--- config.mk ---
export PLATFORM = sky130hd
export DESIGN_NAME = tieu_top
export DESIGN_NICKNAME = d
export VERILOG_FILES = /design/src/rtl/tieu_event_map.v /design/src/rtl/tieu_diag_queue.v /design/src/rtl/tieu_top.v
export VERILOG_INCLUDE_DIRS = /design/src /design/src/pkg
export SDC_FILE = /design/constraint.sdc
export NUM_CORES = 1
export LEC_CHECK = 0
export BUFFER_PORTS_ARGS = -buffer_cell sky130_fd_sc_hd__buf_2
export CAP_MARGIN = 30
export CORE_AREA = 2 2 193 195
export CTS_CLUSTER_SIZE = 20
export DETAILED_ROUTE_END_ITERATION = 8
export DIE_AREA = 0 0 195 197
export PLACE_DENSITY_LB_ADDON = 0.15
export REMOVE_ABC_BUFFERS = 1
export SYNTH_ARGS = -nofsm -noshare
export SYNTH_HDL_FRONTEND = slang
export SYNTH_SLANG_ARGS = --single-unit
--- constraint.sdc ---
create_clock -name CLK_I -period 17 [get_ports CLK_I]
set_clock_uncertainty 0.2 [all_clocks]
set_input_delay 3.4 -clock CLK_I [delete_from_list [all_inputs] [get_ports CLK_I]]
set_output_delay 3.4 -clock CLK_I [all_outputs]
set_load 0.02 [all_outputs]
--- src/pkg/tieu_regs.vh ---
// Constants for the technology event interrupt unit: modes, event word layout,
// diagnostic record layout and queue sizing. Definitions only.
`ifndef TIEU_REGS_VH
`define TIEU_REGS_VH

// ----------------------------------------------------------------------------
// Technology function select
// ----------------------------------------------------------------------------
`define TIEU_MODE_NONE      2'h0
`define TIEU_MODE_COUNT     2'h1
`define TIEU_MODE_FREQ      2'h2
`define TIEU_MODE_PWM       2'h3

// ----------------------------------------------------------------------------
// Event word: byte positions (bytes 8..11 of the handler's local data)
// ----------------------------------------------------------------------------
`define TIEU_EV_IN0_LSB     0
`define TIEU_EV_IN1_LSB     8
`define TIEU_EV_CNT01_LSB   16
`define TIEU_EV_CNT2_LSB    24
`define TIEU_EV_FREQ0_BIT   16
`define TIEU_EV_FREQ1_BIT   20
`define TIEU_EV_FREQ2_BIT   24

// ----------------------------------------------------------------------------
// Diagnostic record offsets
// ----------------------------------------------------------------------------
`define TIEU_DIAG_ERROR_SUMMARY   2'h0
`define TIEU_DIAG_MODULE_CLASS    2'h1
`define TIEU_DIAG_FIXED_ZERO      2'h2
`define TIEU_DIAG_LOST_INTERRUPT  2'h3

// ----------------------------------------------------------------------------
// Diagnostic record fields
// ----------------------------------------------------------------------------
`define TIEU_B0_MODULE_FAIL 0
`define TIEU_B0_EXT_ERR     2
`define TIEU_B0_CHAN_ERR    3
`define TIEU_B1_CHAN_INFO   4
`define TIEU_B3_LOST        6
`define TIEU_CLASS_ANALOG   4'h5
`define TIEU_CLASS_DIGITAL  4'hf
`define TIEU_REC_RESET      8'h00

// ----------------------------------------------------------------------------
// Diagnostic queue sizing
// ----------------------------------------------------------------------------
`define TIEU_DQ_DEPTH       8
`define TIEU_DQ_AW          3

`endif

--- src/rtl/tieu_event_map.v ---
// Maps raw technology events into the 32-bit process event word.
// Assumes single-cycle event pulses synchronous to the module clock.
`timescale 1ns/10ps
`include "tieu_regs.vh"

module tieu_event_map (
  // Mode
  input  wire [1:0]  mode_i,
  // Raw events
  input  wire [15:0] edge_i,
  input  wire [2:0]  gate_open_i,
  input  wire [2:0]  gate_close_i,
  input  wire [2:0]  software_gate_i,
  input  wire [2:0]  ovf_i,
  input  wire [2:0]  unf_i,
  input  wire [2:0]  end_val_i,
  input  wire [2:0]  cmp_i,
  input  wire [2:0]  meas_end_i,
  // Event word
  output reg  [31:0] ev_o
);

  // ------------------------------------------------------------------------
  // Event word assembly
  // ------------------------------------------------------------------------
  // Reserved bits stay zero in every mode
  reg [3:0] cnt_ev [0:2];
  integer   k;
  always @* begin
    ev_o = 32'h0000_0000;
    for (k = 0; k < 3; k = k + 1) begin
      cnt_ev[k] = {cmp_i[k],
                   ovf_i[k] | unf_i[k] | end_val_i[k],
                   gate_close_i[k] & software_gate_i[k],
                   gate_open_i[k] & software_gate_i[k]};
    end
    case (mode_i)
      `TIEU_MODE_COUNT: begin
        ev_o[15:0]  = edge_i;
        ev_o[23:16] = {cnt_ev[1], cnt_ev[0]};
        ev_o[27:24] = cnt_ev[2];
      end
      `TIEU_MODE_FREQ: begin
        ev_o[15:0] = edge_i;
        ev_o[`TIEU_EV_FREQ0_BIT] = meas_end_i[0];
        ev_o[`TIEU_EV_FREQ1_BIT] = meas_end_i[1];
        ev_o[`TIEU_EV_FREQ2_BIT] = meas_end_i[2];
      end
      default: begin
        ev_o = 32'h0000_0000;
      end
    endcase
  end

endmodule // tieu_event_map

--- src/rtl/tieu_diag_queue.v ---
// Ordered queue of pending diagnostic interrupts (incoming/outgoing + channel).
// Assumes the writer holds its entry while full is high.
`timescale 1ns/10ps
`include "tieu_regs.vh"

module tieu_diag_queue #(
  parameter W     = 6,
  parameter DEPTH = `TIEU_DQ_DEPTH,
  parameter AW    = `TIEU_DQ_AW
) (
  // Clock and reset
  input  wire         clk_i,
  input  wire         rst_n_i,
  // Write side
  input  wire         push_i,
  input  wire [W-1:0] data_i,
  output wire         full_o,
  // Read side
  input  wire         pop_i,
  output wire [W-1:0] data_o,
  output wire         empty_o
);

  reg [W-1:0] mem [0:DEPTH-1];
  reg [AW:0]  wr_q;
  reg [AW:0]  rd_q;

  assign empty_o = (wr_q == rd_q);
  assign full_o  = (wr_q[AW] != rd_q[AW]) && (wr_q[AW-1:0] == rd_q[AW-1:0]);
  assign data_o  = mem[rd_q[AW-1:0]];

  // ------------------------------------------------------------------------
  // Pointers
  // ------------------------------------------------------------------------
  // Extra pointer bit tells full from empty
  always @(posedge clk_i or negedge rst_n_i) begin
    if (!rst_n_i) begin
      wr_q <= {(AW+1){1'b0}};
      rd_q <= {(AW+1){1'b0}};
    end else begin
      if (push_i && !full_o) begin
        wr_q <= wr_q + {{AW{1'b0}}, 1'b1};
      end
      if (pop_i && !empty_o) begin
        rd_q <= rd_q + {{AW{1'b0}}, 1'b1};
      end
    end
  end

  // Storage has no reset; only read where the pointers say valid
  always @(posedge clk_i) begin
    if (push_i && !full_o) begin
      mem[wr_q[AW-1:0]] <= data_i;
    end
  end

endmodule // tieu_diag_queue

--- src/rtl/tieu_top.v ---
// Technology event interrupt unit: process interrupts, diagnostic escalation,
// fault indicator and diagnostic record.
// Assumes events, configuration and handler acknowledges are synchronous to CLK_I.
//
// Notes on behaviour
// - Process interrupts only with counter output enabled and diagnostics+process set.
// - Pulse width modulation channels never produce process interrupts.
// - Bytes 8 and 9 flag edges on inputs 0.0-0.7 and 1.0-1.7.
// - Counter byte 10: gate open, close, over/underflow/end, compare for counters 0,1.
// - Counter byte 11: same four events for counter 2, upper nibble reserved.
// - Frequency byte 10: integration end channel 0 bit 0, channel 1 bit 4.
// - Frequency byte 11: integration end channel 2 in bit 0.
// - Hardware gate edges trigger only while the software gate is open.
// - Overflow and underflow of the count are selectable triggers.
// - Diagnostics need a technology function and diagnostics+process setting.
// - One module-wide diagnostic interrupt enable from configuration record 7Fh.
// - Repeat of an event still being handled raises incoming diagnostic.
// - Incoming diagnostic preempts process handling in progress.
// - During diagnostic handling, other channel events are held back.
// - After diagnostics: queued diagnostics in order first, then process events.
// - Events on a channel under diagnosis are discarded until outgoing.
// - When the causing process interrupt completes, outgoing diagnostic follows.
// - Fault indicator spans first incoming to last outgoing; each logged once.
// - Record byte 0: module failure, external error, channel error bits.
// - Record byte 1: module class low nibble, channel info flag bit 4.
// - Record byte 2 is zero; byte 3 bit 6 marks a lost process interrupt.
// - With diagnostics disabled the latest diagnostic event stays readable.
// - Outgoing diagnostic is issued only while the enable is still active.
`timescale 1ns/10ps
`include "tieu_regs.vh"

module tieu_top #(
  parameter ADDR_W    = 16,
  parameter DQ_DEPTH  = `TIEU_DQ_DEPTH,
  parameter DQ_AW     = `TIEU_DQ_AW
) (
  // Clock and reset
  input  wire              CLK_I,
  input  wire              RSTN_I,
  // Configuration
  input  wire [1:0]        MODE_I,
  input  wire              DIAG_PROC_SEL_I,
  input  wire              CNT_OUT_EN_I,
  input  wire              DIAG_IRQ_EN_I,
  input  wire [31:0]       TRIG_EN_I,
  input  wire [ADDR_W-1:0] MODULE_BASE_I,
  input  wire              CLASS_DIGITAL_I,
  // Technology events
  input  wire [15:0]       EDGE_I,
  input  wire [2:0]        GATE_OPEN_I,
  input  wire [2:0]        GATE_CLOSE_I,
  input  wire [2:0]        SOFTWARE_GATE_I,
  input  wire [2:0]        OVF_I,
  input  wire [2:0]        UNF_I,
  input  wire [2:0]        END_VAL_I,
  input  wire [2:0]        CMP_I,
  input  wire [2:0]        MEAS_END_I,
  // Error conditions for the diagnostic record
  input  wire              MODULE_FAIL_I,
  input  wire              EXT_ERR_I,
  // Process interrupt to the host
  output reg               PROC_IRQ_O,
  output reg  [31:0]       PROC_INFO_O,
  output reg  [ADDR_W-1:0] PROC_ADDR_O,
  input  wire              PROC_ACK_I,
  // Diagnostic interrupt to the host
  output reg               DIAG_IRQ_O,
  output reg               DIAG_INCOMING_O,
  output reg  [4:0]        DIAG_CHAN_O,
  input  wire              DIAG_ACK_I,
  output reg               DIAG_LOG_O,
  output reg               FAULT_O,
  // Diagnostic record read port
  input  wire [1:0]        REC_ADDR_I,
  output reg  [7:0]        REC_DATA_O
);

  // --------------------------------------------------------------------------
  // Reset release
  // --------------------------------------------------------------------------
  reg rst_meta_q;
  reg rst_n_q;
  always @(posedge CLK_I or negedge RSTN_I) begin
    if (!RSTN_I) begin
      rst_meta_q <= 1'b0;
      rst_n_q    <= 1'b0;
    end else begin
      rst_meta_q <= 1'b1;
      rst_n_q    <= rst_meta_q;
    end
  end

  // --------------------------------------------------------------------------
  // Helpers
  // --------------------------------------------------------------------------
  // Lowest set bit, as one-hot
  function [31:0] low_one;
    input [31:0] v;
    begin
      low_one = v & (~v + 32'h0000_0001);
    end
  endfunction

  // Index of a one-hot vector
  function [4:0] one_idx;
    input [31:0] v;
    integer i;
    begin
      one_idx = 5'h00;
      for (i = 0; i < 32; i = i + 1) begin
        if (v[i]) begin
          one_idx = i[4:0];
        end
      end
    end
  endfunction

  // --------------------------------------------------------------------------
  // Event word and enables
  // --------------------------------------------------------------------------
  wire [31:0] ev;
  tieu_event_map u_map (
    .mode_i       (MODE_I),
    .edge_i       (EDGE_I),
    .gate_open_i  (GATE_OPEN_I),
    .gate_close_i (GATE_CLOSE_I),
    .software_gate_i    (SOFTWARE_GATE_I),
    .ovf_i        (OVF_I),
    .unf_i        (UNF_I),
    .end_val_i    (END_VAL_I),
    .cmp_i        (CMP_I),
    .meas_end_i   (MEAS_END_I),
    .ev_o         (ev)
  );

  wire proc_ok = CNT_OUT_EN_I && DIAG_PROC_SEL_I;
  wire diag_on = DIAG_PROC_SEL_I && (MODE_I != `TIEU_MODE_NONE);
  wire diag_ok = diag_on && DIAG_IRQ_EN_I;
  wire [31:0] trig = ev & TRIG_EN_I & {32{proc_ok}};

  // --------------------------------------------------------------------------
  // State
  // --------------------------------------------------------------------------
  reg  [31:0] pend_q;      // Process events waiting for delivery
  reg  [31:0] info_q;      // Event word of the interrupt in service
  reg         proc_act_q;  // Process interrupt outstanding
  reg  [31:0] dch_q;       // Channels between incoming and outgoing
  reg  [31:0] cause_q;     // Channels whose cause is still in service
  reg  [31:0] in_pend_q;   // Incoming entries not yet queued
  reg  [31:0] out_pend_q;  // Outgoing entries not yet queued
  reg         diag_act_q;  // Diagnostic interrupt outstanding
  reg         dent_in_q;   // Entry in service is incoming
  reg  [4:0]  dent_ch_q;   // Channel of the entry in service
  reg  [7:0]  rec0_q;
  reg  [7:0]  rec1_q;
  reg  [7:0]  rec3_q;

  // --------------------------------------------------------------------------
  // Repeat detection and discard
  // --------------------------------------------------------------------------
  // A repeat is an event that fires again while its own interrupt is in service
  wire [31:0] live   = trig & ~dch_q & ~in_pend_q;
  wire [31:0] repeat_ev = live & info_q & {32{proc_act_q}};
  wire [31:0] esc    = repeat_ev & {32{diag_ok}};
  // Without escalation the repeat simply waits as a normal pending event
  wire [31:0] to_pend = live & ~esc;

  // --------------------------------------------------------------------------
  // Diagnostic queue
  // --------------------------------------------------------------------------
  wire [31:0] in_pick  = low_one(in_pend_q);
  wire [31:0] out_pick = low_one(out_pend_q);
  wire        dq_full;
  wire        dq_empty;
  wire [5:0]  dq_dout;
  // Incoming entries go first; the queue keeps their order of arrival
  wire        push_in  = |in_pend_q;
  wire        push_out = !push_in && |out_pend_q;
  wire        dq_push  = (push_in || push_out) && !dq_full;
  wire [5:0]  dq_din   = push_in ? {1'b1, one_idx(in_pick)} : {1'b0, one_idx(out_pick)};
  wire        dq_pop   = !diag_act_q && !dq_empty;

  tieu_diag_queue #(
    .W     (6),
    .DEPTH (DQ_DEPTH),
    .AW    (DQ_AW)
  ) u_dq (
    .clk_i   (CLK_I),
    .rst_n_i (rst_n_q),
    .push_i  (dq_push),
    .data_i  (dq_din),
    .full_o  (dq_full),
    .pop_i   (dq_pop),
    .data_o  (dq_dout),
    .empty_o (dq_empty)
  );

  // --------------------------------------------------------------------------
  // Next state
  // --------------------------------------------------------------------------
  reg  [31:0] pend_d;
  reg  [31:0] info_d;
  reg         proc_act_d;
  reg  [31:0] dch_d;
  reg  [31:0] cause_d;
  reg  [31:0] in_pend_d;
  reg  [31:0] out_pend_d;
  reg         diag_act_d;
  reg         dent_in_d;
  reg  [4:0]  dent_ch_d;
  reg  [31:0] done_ch;
  reg  [31:0] dent_oh;

  always @* begin
    pend_d     = pend_q;
    info_d     = info_q;
    proc_act_d = proc_act_q;
    dch_d      = dch_q;
    cause_d    = cause_q;
    in_pend_d  = in_pend_q;
    out_pend_d = out_pend_q;
    diag_act_d = diag_act_q;
    dent_in_d  = dent_in_q;
    dent_ch_d  = dent_ch_q;
    done_ch    = 32'h0000_0000;
    dent_oh    = 32'h0000_0001 << dent_ch_q;

    // Acknowledge of the process handler closes the causing interrupt
    if (proc_act_q && PROC_ACK_I) begin
      proc_act_d = 1'b0;
      done_ch    = cause_q | (esc & info_q);
      out_pend_d = out_pend_d | (done_ch & {32{diag_ok}});
      cause_d    = cause_q & ~done_ch;
      // Enable dropped: the channel recovers silently
      dch_d      = dch_d & ~(done_ch & {32{~diag_ok}});
    end
    // Escalated channels start the discard window
    in_pend_d = in_pend_d | esc;
    dch_d     = dch_d | esc;
    if (!(proc_act_q && PROC_ACK_I)) begin
      cause_d = cause_d | esc;
    end

    // Move one pending entry into the ordered queue
    if (dq_push && push_in) begin
      in_pend_d = in_pend_d & ~in_pick;
    end
    if (dq_push && push_out) begin
      out_pend_d = out_pend_d & ~out_pick;
    end

    // Diagnostic service
    if (diag_act_q && DIAG_ACK_I) begin
      diag_act_d = 1'b0;
      if (!dent_in_q) begin
        dch_d = dch_d & ~dent_oh;
      end
    end
    if (dq_pop) begin
      diag_act_d = 1'b1;
      dent_in_d  = dq_dout[5];
      dent_ch_d  = dq_dout[4:0];
    end

    // Process events: new ones in the same cycle as the take stay pending
    if (!proc_act_d && !diag_act_d && dq_empty && !push_in && |pend_q) begin
      info_d     = pend_q;
      proc_act_d = 1'b1;
      pend_d     = to_pend;
    end else begin
      pend_d     = pend_q | to_pend;
    end
  end

  // --------------------------------------------------------------------------
  // Registers
  // --------------------------------------------------------------------------
  always @(posedge CLK_I or negedge rst_n_q) begin
    if (!rst_n_q) begin
      pend_q     <= 32'h0000_0000;
      info_q     <= 32'h0000_0000;
      proc_act_q <= 1'b0;
      dch_q      <= 32'h0000_0000;
      cause_q    <= 32'h0000_0000;
      in_pend_q  <= 32'h0000_0000;
      out_pend_q <= 32'h0000_0000;
      diag_act_q <= 1'b0;
      dent_in_q  <= 1'b0;
      dent_ch_q  <= 5'h00;
    end else begin
      pend_q     <= pend_d;
      info_q     <= info_d;
      proc_act_q <= proc_act_d;
      dch_q      <= dch_d;
      cause_q    <= cause_d;
      in_pend_q  <= in_pend_d;
      out_pend_q <= out_pend_d;
      diag_act_q <= diag_act_d;
      dent_in_q  <= dent_in_d;
      dent_ch_q  <= dent_ch_d;
    end
  end

  // --------------------------------------------------------------------------
  // Host outputs
  // --------------------------------------------------------------------------
  // Diagnostic service masks the process line, so the host branches away
  always @(posedge CLK_I or negedge rst_n_q) begin
    if (!rst_n_q) begin
      PROC_IRQ_O      <= 1'b0;
      PROC_INFO_O     <= 32'h0000_0000;
      PROC_ADDR_O     <= {ADDR_W{1'b0}};
      DIAG_IRQ_O      <= 1'b0;
      DIAG_INCOMING_O <= 1'b0;
      DIAG_CHAN_O     <= 5'h00;
      DIAG_LOG_O      <= 1'b0;
      FAULT_O         <= 1'b0;
    end else begin
      PROC_IRQ_O      <= proc_act_d && !diag_act_d;
      PROC_INFO_O     <= proc_act_d ? info_d : 32'h0000_0000;
      PROC_ADDR_O     <= proc_act_d ? MODULE_BASE_I : {ADDR_W{1'b0}};
      DIAG_IRQ_O      <= diag_act_d;
      DIAG_INCOMING_O <= diag_act_d && dent_in_d;
      DIAG_CHAN_O     <= diag_act_d ? dent_ch_d : 5'h00;
      DIAG_LOG_O      <= dq_pop;
      // On from the first incoming, off once no channel is under diagnosis
      if (dq_pop && dq_dout[5]) begin
        FAULT_O <= 1'b1;
      end else if (dch_d == 32'h0000_0000 && !diag_act_d) begin
        FAULT_O <= 1'b0;
      end
    end
  end

  // --------------------------------------------------------------------------
  // Diagnostic record
  // --------------------------------------------------------------------------
  // Updated on every delivered entry and on every repeat even when disabled,
  // so the latest event stays readable
  wire rec_in  = (dq_pop && dq_dout[5]) || (|repeat_ev && diag_on && !DIAG_IRQ_EN_I);
  wire rec_out = dq_pop && !dq_dout[5];
  wire [3:0] mod_class = CLASS_DIGITAL_I ? `TIEU_CLASS_DIGITAL : `TIEU_CLASS_ANALOG;

  always @(posedge CLK_I or negedge rst_n_q) begin
    if (!rst_n_q) begin
      rec0_q     <= `TIEU_REC_RESET;
      rec1_q     <= `TIEU_REC_RESET;
      rec3_q     <= `TIEU_REC_RESET;
      REC_DATA_O <= `TIEU_REC_RESET;
    end else begin
      if (rec_in || rec_out) begin
        rec0_q <= 8'h00;
        rec0_q[`TIEU_B0_MODULE_FAIL] <= MODULE_FAIL_I;
        rec0_q[`TIEU_B0_EXT_ERR]     <= EXT_ERR_I;
        rec0_q[`TIEU_B0_CHAN_ERR]    <= rec_in;
        rec1_q <= {3'h0, rec_in, mod_class};
        rec3_q <= 8'h00;
        rec3_q[`TIEU_B3_LOST]        <= rec_in;
      end
      case (REC_ADDR_I)
        `TIEU_DIAG_ERROR_SUMMARY:  REC_DATA_O <= rec0_q;
        `TIEU_DIAG_MODULE_CLASS:   REC_DATA_O <= rec1_q;
        `TIEU_DIAG_FIXED_ZERO:     REC_DATA_O <= 8'h00;
        `TIEU_DIAG_LOST_INTERRUPT: REC_DATA_O <= rec3_q;
        default:                   REC_DATA_O <= 8'h00;
      endcase
    end
  end

endmodule // tieu_top

After elaboration in Yosys (flattened, before gate mapping). Memory sizes are Yosys's and may differ from the RTL's. Index checks and enable logic that the tools add are counted.

Register bits: 284. Memory bits (writable): 48. Input bits: 102. Output and inout bits: 66. Word-level logic and storage cells: 222. Memories kept: 1.

Add/subtract/negate cells: 4. Equality and inequality tests: 8. Shift operators: 1. Muxes and demuxes: 94. Bitwise logic cells: 46. Reductions and logical operators: 43.

Memories: u_dq.mem (words 8, bits a word 6, read ports 1, clocked after Yosys merged registers in 0, wr ports 1, RTL line tieu_diag_queue.v:24) `reg [W-1:0] mem [0:DEPTH-1];`.

Operators by type and width (count): 32-bit bitwise AND (17); 32-bit two-way mux (11); 5-bit two-way mux (62); 32-bit inverter (9); 32-bit OR (6); 32-bit OR reduction (4); 32-bit by 1-bit adder with 32-bit output, second input constant (2); 17-bit one-hot mux with 2 select lines (1); 28-bit by 32-bit bitwise AND with 32-bit output (1); 32-bit zero test (1); 8-bit one-hot mux with 4 select lines (1); 1-bit by 5-bit << shifter with 32-bit output, first input constant (1); 1-bit logical AND (24); 16-bit two-way mux (1); 1-bit two-way mux (11); 3-bit two-way mux (3); 4-bit by 1-bit adder with 4-bit output, second input constant (2); 1-bit zero test (8); 1-bit bitwise AND (6); 2-bit == test, second input constant (3); 6-bit two-way mux (1); 1-bit OR (6); 2-bit by 1-bit == test with 1-bit output, second input constant (2); 4-bit == test (1); 8 further kinds (12).

Longest topological paths before layout. Gate-level depths: netlist of run 1.

Depth after elaboration: 35. Depth in mapped cells: 10. Depth with buffers taken out: 8.

Hierarchy. A second synthesis of run 1 with hierarchy kept.

Cells, all modules: 1381. Area, all modules: 15397.3 sq um.

Modules (own cells, without submodules): tieu_top (times used 1, cells each 1210, area an instance 12582.1 sq um); tieu_diag_queue (times used 1, cells each 127, area an instance 2469.9 sq um); tieu_event_map (times used 1, cells each 44, area an instance 345.3 sq um).

Worst setup path after synthesis of run 1. OpenSTA, ideal clock, no wires.

Path kind: input to register. Start point: input port MODE_I[1]. End point: register rec1_q[2]. Setup time: 131 ps. Arrival time: 5344 ps. Setup slack: 11325 ps. Stages on the path: 9. Buffers on the path: 1. Cells stage by stage: inv_1 ha_1 and3_1 clkbuf_1 and2_1 a32o_1 or4_1 o31a_1 or3_1.

Word-level cells in the longest chain between the ends: 13.

Ends and longest elaborated chain: start, declared (RTL line tieu_top.v:41) `input wire [1:0] MODE_I,`; 2-bit == test / 2-bit by 1-bit == test with 1-bit output (equally long branches) (RTL line tieu_event_map.v:37) `case (mode_i)`; 17-bit one-hot mux with 2 select lines, or another cell as far along (RTL line tieu_event_map.v:37); 28-bit by 32-bit bitwise AND with 32-bit output (RTL line tieu_top.v:139) `wire [31:0] trig = ev & TRIG_EN_I & {32{proc_ok}};`; 32-bit bitwise AND (RTL line tieu_top.v:139); 32-bit bitwise AND (2 in series) (RTL line tieu_top.v:162) `wire [31:0] live = trig & ~dch_q & ~in_pend_q;`; 32-bit bitwise AND (2 in series) (RTL line tieu_top.v:163) `wire [31:0] repeat_ev = live & info_q & {32{proc_act_q}};`; 32-bit OR reduction (RTL line tieu_top.v:340) `wire rec_in = (dq_pop && dq_dout[5]) || (|repeat_ev && diag_on && !DIAG_IRQ_EN_I);`; 1-bit logical AND * (2 in series) (RTL line tieu_top.v:340); 1-bit logical OR * (RTL line tieu_top.v:340); 1-bit logical OR * (RTL line tieu_top.v:351) `if (rec_in || rec_out) begin`; end signal, assigned (RTL line tieu_top.v:347) `` rec1_q <= `TIEU_REC_RESET; ``; end signal, assigned (RTL line tieu_top.v:356) `rec1_q <= {3'h0, rec_in, mod_class};`; end, declared (RTL line tieu_top.v:155) `reg [7:0] rec1_q;`.

Every way passes the cells marked *; elsewhere a longest branch is shown, timed or not. A chain may end at the register's enable or synchronous reset.

Worst setup path in the final report of run 1.
Start point: input port DIAG_ACK_I. End point: register FAULT_O.

RTL lines: start, declared (RTL line tieu_top.v:70) `input wire DIAG_ACK_I,`; 1-bit logical AND (RTL line tieu_top.v:253) `if (diag_act_q && DIAG_ACK_I) begin`; 32-bit two-way mux (RTL line tieu_top.v:253); via dch_d[26] (RTL line tieu_top.v:204) `reg [31:0] dch_d;`; 32-bit zero test (RTL line tieu_top.v:329) `end else if (dch_d == 32'h0000_0000 && !diag_act_d) begin`; 1-bit logical AND (RTL line tieu_top.v:329); 2-bit nonzero test (no line); end signal, assigned (RTL line tieu_top.v:317) `FAULT_O <= 1'b0;`; end signal, assigned (RTL line tieu_top.v:328) `FAULT_O <= 1'b1;`; end signal, assigned (RTL line tieu_top.v:330) `FAULT_O <= 1'b0;`; end, declared (RTL line tieu_top.v:72) `output reg FAULT_O,`.

The timed path passes the listed nets, and every way through them passes these cells.

==> results of run 1 <==
registers in the layout (all words and copies together) (netlist names), 2 cells and up:
name,flops
DIAG_CHAN_O,5
PROC_ADDR_O,16
PROC_INFO_O,32
REC_DATA_O,6
cause_q,28
dch_q,32
dent_ch_q,5
in_pend_q,32
info_q,32
out_pend_q,32
pend_q,28
rec0_q,2
rec1_q,2
u_dq.mem,48
u_dq.rd_q,4
u_dq.wr_q,4
path summary, 6_finish.rpt:
path                                    start              to  slack (ns)  cells after the start
min in group CLK_I                 rst_meta_q         rst_n_q        0.15                      0
worst max-delay path               DIAG_ACK_I         FAULT_O       11.12                      7
worst max register to register  in_pend_q[10]  u_dq.mem[2][0]       12.81                      8
worst min register to register        rst_n_q  out_pend_q[15]        0.11                      0
max in group asynchronous              RSTN_I         rst_n_q       14.03                      1
worst min-delay path                  rst_n_q  out_pend_q[15]        0.11                      0
logic make-up (layout without fill, tap and decap cells):
logic type / after synthesis / in the layout / synth area share, %
AND/OR/NAND/NOR: 525 / 525 / 20.8
AO/OA/AOI/OAI: 320 / 320 / 15.7
flip-flops: 318 / 318 / 57.0
buffers and inverters: 94 / 278 / 2.92
multiplexers: 21 / 21 / 2.52
XOR/XNOR: 10 / 10 / 0.609
adder cells (fa/ha/maj): 5 / 5 / 0.435
other: 2 / 3 / 0.0522
power breakdown:
part / switching, mW / internal (mW)
sequential: 0.136 / 0.952
combinational: 0.418 / 0.247
clock: 0.310 / 0.477
per-stage QoR:
step           hold slack, ns  instances  utilization [%]  total power [mW]  instance area [sq um]
3_3_place_gp            0.134       1875             43.1              1.74                  15600
3_5_place_dp            0.133       1884             43.3              1.77                  15700
5_1_grt                 0.166       1948             46.6              2.67                  16900
2_1_floorplan           0.131       1229                -              1.49                  14100
6_report                0.113       1948             46.6              2.54                  16900
4_1_cts                 0.130       1948             46.6              2.56                  16900
Yosys cell counts (7+ instances only):
| cell | count | area, sq um |
|---|---|---|
| a21oi_1 | 61 | 305 |
| a22oi_1 | 16 | 120 |
| a31oi_1 | 10 | 62.6 |
| a32o_1 | 22 | 220 |
| a32oi_1 | 9 | 78.8 |
| and2_1 | 23 | 144 |
| and3_1 | 8 | 50.1 |
| buf_2 | 11 | 55.1 |
| clkbuf_1 | 42 | 158 |
| dfrtp_1 | 270 | 6760 |
| edfxtp_1 | 48 | 1440 |
| inv_1 | 25 | 93.8 |
| mux2i_1 | 7 | 70.1 |
| mux4_2 | 12 | 270 |
| nand2_1 | 102 | 383 |
| nand2b_1 | 10 | 62.6 |
| nand3_1 | 54 | 270 |
| nand3_2 | 10 | 100 |
| nand4_1 | 37 | 231 |
| nand4b_1 | 7 | 61.3 |
| nor2_1 | 87 | 327 |
| nor2b_1 | 44 | 275 |
| nor3_1 | 34 | 170 |
| nor4_1 | 26 | 163 |
| nor4bb_1 | 24 | 240 |
| o21a_1 | 8 | 60.1 |
| o21ai_0 | 53 | 265 |
| o21ai_1 | 9 | 45.0 |
| o21ai_2 | 20 | 175 |
| o22ai_1 | 7 | 43.8 |
| o31ai_1 | 39 | 293 |
| o41ai_1 | 7 | 61.3 |
| or3_1 | 11 | 68.8 |
area by class of cell:
type / instances / share of cell area [%]
Sequential cell: 318 / 48.5
Multi-Input combinational cell: 884 / 34.3
Clock buffer: 57 / 6.54
Timing Repair Buffer: 187 / 6.05
Tap cell: 468 / 3.46
Inverter: 27 / 0.600
Clock inverter: 7 / 0.570
layer usage:
metal	wire [um]	track usage (%)
met5	0	0
met4	1510	8.54
met3	2240	3.03
met2	19700	35.7
met1	19700	32.0
worst reg2reg max path: cells and delay by family (launching register included):
kind / cells / cell delay, ns
AO/OA/AOI/OAI: 2 / 0.82
AND/OR/NAND/NOR: 4 / 1.61
flip-flops: 1 / 0.45
buffers and inverters: 2 / 0.71
==> flow_metrics.py, run 1 <==
metrics = {
    "yosys": {
        "synth_area_sq_um": 14400,
        "ys.flop_type": "dfrtp_1",
        "syn_avg_cell_area_sq_um": 11.1,
        "synth-edff-count": 48,
        "synth_warnings": 0,
        "synth.distinct_cells": 83,
        "synth_cells": 1295,
        "synth-seq-cells": 318,
        "ys_seq_area_share_pct": 57.0,
        "synthArstFlopShare_pct": 84.9,
    },
    "global_route": {
        "grt_overflow": 0,
        "grt_max_degree": 182,
        "grt_pass1_vias": 11100,
        "grt_pass1_wl_um": 66800,
        "track_usage_pct": 22.6,
        "antenna_found_initial": 1,
    },
    "critical_path": {
        "crit_slowest_cell": "or3b_2",
        "cpPeakStageDelay_ns": 0.74,
        "crit_path_end_kind": "flop",
        "path_delay_family": "simple AND/OR/NAND/NOR gates",
        "crit_buf_inv": 1,
        "critPathMaxFanout": 14,
        "crit_type": "in -> reg",
        "start_kind": "input pin",
        "cp.required_ns": 17.21,
        "cp.arrival_ns": 6.10,
        "cp_cell_sequence": "buf_2 > nand4b_1 > or3b_2 > o22a_1 > nor4_1 > nand4_1 > o32a_1",
    },
    "clock_tree": {
        "htreeDepth": 2,
        "hold_buffers": 0,
        "cts_tree": "yes",
        "cts_resized": 0,
        "path_clk_slew_ns": 0.06,
        "cts-root-buf": "clkbuf_16",
        "numCtsBuffers": 36,
        "clock_path_buffers": 3,
        "cts_setup_buffers": 0,
        "insertion_delay_ns": 0.53,
        "cts_sinks": 318,
    },
    "detailed_routing": {
        "first_iter_violations": 926,
        "dr.pass1.iters": 5,
        "final_antenna_net_count": 0,
        "wl_per_cell_um": 22.1,
        "num_vias": 11300,
        "routed_via_density": 5.81,
        "drt_wl_total_um": 43100,
        "drc": 0,
    },
    "place": {
        "gp_congestion": 0.927,
        "io_buffer_count": 161,
        "hpwl_um": 31200,
        "pre_cts_ws_ns": 10.56,
    },
    "die": {
        "core_sq_um": 36300,
        "rows": 70,
        "die_area_sq_um": 38400,
        "start_util_pct": 39.6,
        "io_pins": 168,
        "die_w_um": 195,
        "die-height_um": 197,
    },
    "timing": {
        "max_freq_mhz": 170,
        "hold_viol": 0,
        "final_max_slew_viol_count": 0,
        "rsz0062_at_grt": "false",
        "min_period_over_period_pct": 34.6,
        "fin_ws_ns": 11.12,
        "setup_viol": 0,
        "relSlewSlack_pct": 30.8,
        "worst_slew_pin_slew_ns": 1.04,
        "fin_tns_setup_ns": 0,
        "finalCriticalPeriod_ns": 5.88,
    },
    "final_layout": {
        "seq_area_sq_um": 8200,
        "fill_cells": 3421,
        "drive_above_1_share_pct": 20.7,
        "area_growth_pct": 17.6,
        "mostFrequentLayoutCells": "269 x dfrtp_1, 164 x buf_2, 102 x nand2_1",
        "final_common_cell": "dfrtp_1",
        "nets": 1561,
        "multi_input_area_sq_um": 5790,
        "antenna_cells": 0,
    },
    "min_path": {
        "hold_path_class": "reg -> async",
    },
    "power": {
        "p_leak_nw": 7.72,
        "power_density_nw_per_um2": 150,
        "vdd_drop_max_v": 0.0000685,
    },
    "status": {
        "status": "finished, final reports clean",
    },
    "job": {
        "max_cap_viol_count": 0,
    },
}
No activity file was read; power rests on OpenSTA's default activity.
==> run 2: changes to the inputs <==
clock period = 5.8 ns   (was 17 ns; I/O delays follow)
==> run 2 against run 1 <==
Against the previous run: cell area barely moved; worst setup slack lost 9.1 ns; first-iteration DRC count decreased by 1.2%.
==> flow_metrics.py, run 2 (same netlist as run 1, synthesis figures left out) <==
metrics = {
    "timing": {
        "max_freq_mhz": 264,
        "rsz0062_at_grt": "false",
        "setup_viol": 0,
        "final_max_slew_viol_count": 0,
        "min_period_over_period_pct": 65.2,
        "relSlewSlack_pct": 32.8,
        "worst_slew_pin_slew_ns": 0.998,
        "hold_viol": 0,
        "finalCriticalPeriod_ns": 3.78,
        "holdWs_ns": 0.151,
    },
    "global_route": {
        "grt_max_degree": 70,
        "grt_pass1_vias": 11200,
        "antenna_found_initial": 0,
        "grt_overflow": 0,
        "grt_pass1_wl_um": 67800,
        "track_usage_pct": 23.0,
    },
    "power": {
        "p_int_mw": 4.87,
        "clkPwrFrac_pct": 30.5,
        "switching_share_pct": 34.3,
        "vdd_drop_max_v": 0.000227,
        "p_leak_nw": 7.73,
        "power_density_nw_per_um2": 438,
        "seq_power_share_pct": 43.0,
        "power.switching_mw": 2.54,
        "combPwrFrac_pct": 26.6,
    },
    "critical_path": {
        "cp.required_ns": 5.83,
        "r2r-start": "in_pend_q[0]",
        "critPathMaxFanout": 8,
        "cp_cell_sequence": "nor4_1 > nand3_1 > o32ai_1 > a2111oi_0 > and4b_1 > a41oi_1",
        "start_kind": "flop",
        "startpoint": "in_pend_q[0]",
        "crit_slowest_cell": "nor4_1",
        "cp.arrival_ns": 3.82,
        "cpPeakStageDelay_ns": 0.87,
        "crit_type": "reg -> reg",
        "crit_path_end_kind": "flop",
    },
    "detailed_routing": {
        "drc": 0,
        "routed_via_density": 5.83,
        "wl_per_cell_um": 22.4,
        "num_vias": 11400,
        "first_iter_violations": 915,
        "dr.pass1.iters": 5,
        "drt_wl_total_um": 43800,
        "final_antenna_net_count": 0,
    },
    "final_layout": {
        "seq_area_sq_um": 8200,
        "drive_above_1_share_pct": 21.1,
        "multi_input_area_sq_um": 5790,
        "largest_reg_flops": 48,
        "fill_cells": 3390,
        "mostFrequentLayoutCells": "269 x dfrtp_1, 164 x buf_2, 102 x nand2_1",
        "area_growth_pct": 17.6,
        "nets": 1565,
        "antenna_cells": 0,
        "final_common_cell": "dfrtp_1",
        "final_core_util_pct": 46.6,
    },
    "min_path": {
        "min_from": "rst_meta_q",
        "hold_path_class": "reg -> reg",
    },
    "clock_tree": {
        "hold_buffers": 0,
        "insertion_delay_ns": 0.53,
        "cts_setup_buffers": 0,
        "clock_path_buffers": 3,
        "cts_resized": 0,
        "cts-root-buf": "clkbuf_16",
        "cts_tree": "yes",
        "htreeDepth": 2,
        "path_clk_slew_ns": 0.05,
        "numCtsBuffers": 36,
        "cts_sinks": 318,
    },
    "place": {
        "gp_congestion": 0.951,
        "hpwl_um": 32000,
        "io_buffer_count": 161,
    },
    "status": {
        "status": "finished, final reports clean",
    },
    "die": {
        "start_util_pct": 39.6,
        "core_sq_um": 36300,
        "die-height_um": 197,
        "die_w_um": 195,
        "die_area_sq_um": 38400,
        "rows": 70,
        "io_pins": 168,
    },
    "job": {
        "max_cap_viol_count": 0,
    },
}
==> run 2: changes by cell type in the layout (fill, tap and decap cells not counted), moves of 2 or more <==
cell      change
clkbuf_1      -3
inv_6         +2
buf_4         +5
buf_12        -2
clkbuf_8      +2
clkinv_1      +2
==> run 2: worst paths after layout <==
| path | endpoint | slack [ns] | depth (start not counted) |
|---|---|---|---|
| worst max-delay path | u_dq.mem[2][0] | 2.02 | 6 |
| worst min-delay path | rst_n_q | 0.15 | 0 |
| worst max register to register | u_dq.mem[2][0] | 2.02 | 6 |
| worst min register to register | rst_n_q | 0.15 | 0 |
| max in group asynchronous | PROC_INFO_O[30] | 3.78 | 1 |
| min in group asynchronous | out_pend_q[5] | 0.21 | 0 |
==> run 2: metal layers <==
layer  GRT usage [%]  part of all wire, %
met5               0                    0
met3            2.98                  5.8
met1            33.0                   45
met4            6.11                  2.2
met2            37.0                   47
==> run 2: cell type report <==
class	count	area share, %
Clock buffer	54	6.44
Clock inverter	11	0.518
Inverter	27	0.599
Multi-Input combinational cell	884	34.2
Sequential cell	318	48.5
Tap cell	468	3.46
Timing Repair Buffer	191	6.24
==> run 2: per-stage QoR <==
step | power [mW] | setup WS, ns | instance area [sq um] | TNS [ns] | std cells
2_1_floorplan | 4.36 | -2.48 | 14100 | -665.10 | 1229
3_3_place_gp | 5.12 | 1.69 | 15700 | 0 | 1881
3_5_place_dp | 5.19 | 1.66 | 15700 | 0 | 1886
4_1_cts | 7.47 | 1.98 | 16900 | 0 | 1951
5_1_grt | 7.80 | 1.76 | 16900 | 0 | 1953
6_report | 7.41 | 2.02 | 16900 | 0 | 1953
==> run 2: critical path, delay by kind of cell, from the launching register on <==
family / cells / cell delay (ns)
flops: 1 / 0.44
simple gates: 3 / 1.62
compound gates: 3 / 1.23
==> run 2: power groups by stage <==
stage	Combinational (mW)	Sequential, mW	Clock, mW
after global routing	2.16	3.24	2.40
after global placement	1.91	3.21	0
final	1.97	3.18	2.26
after floorplan	1.17	3.19	0
after detailed placement	1.97	3.22	0
after CTS	1.98	3.18	2.31
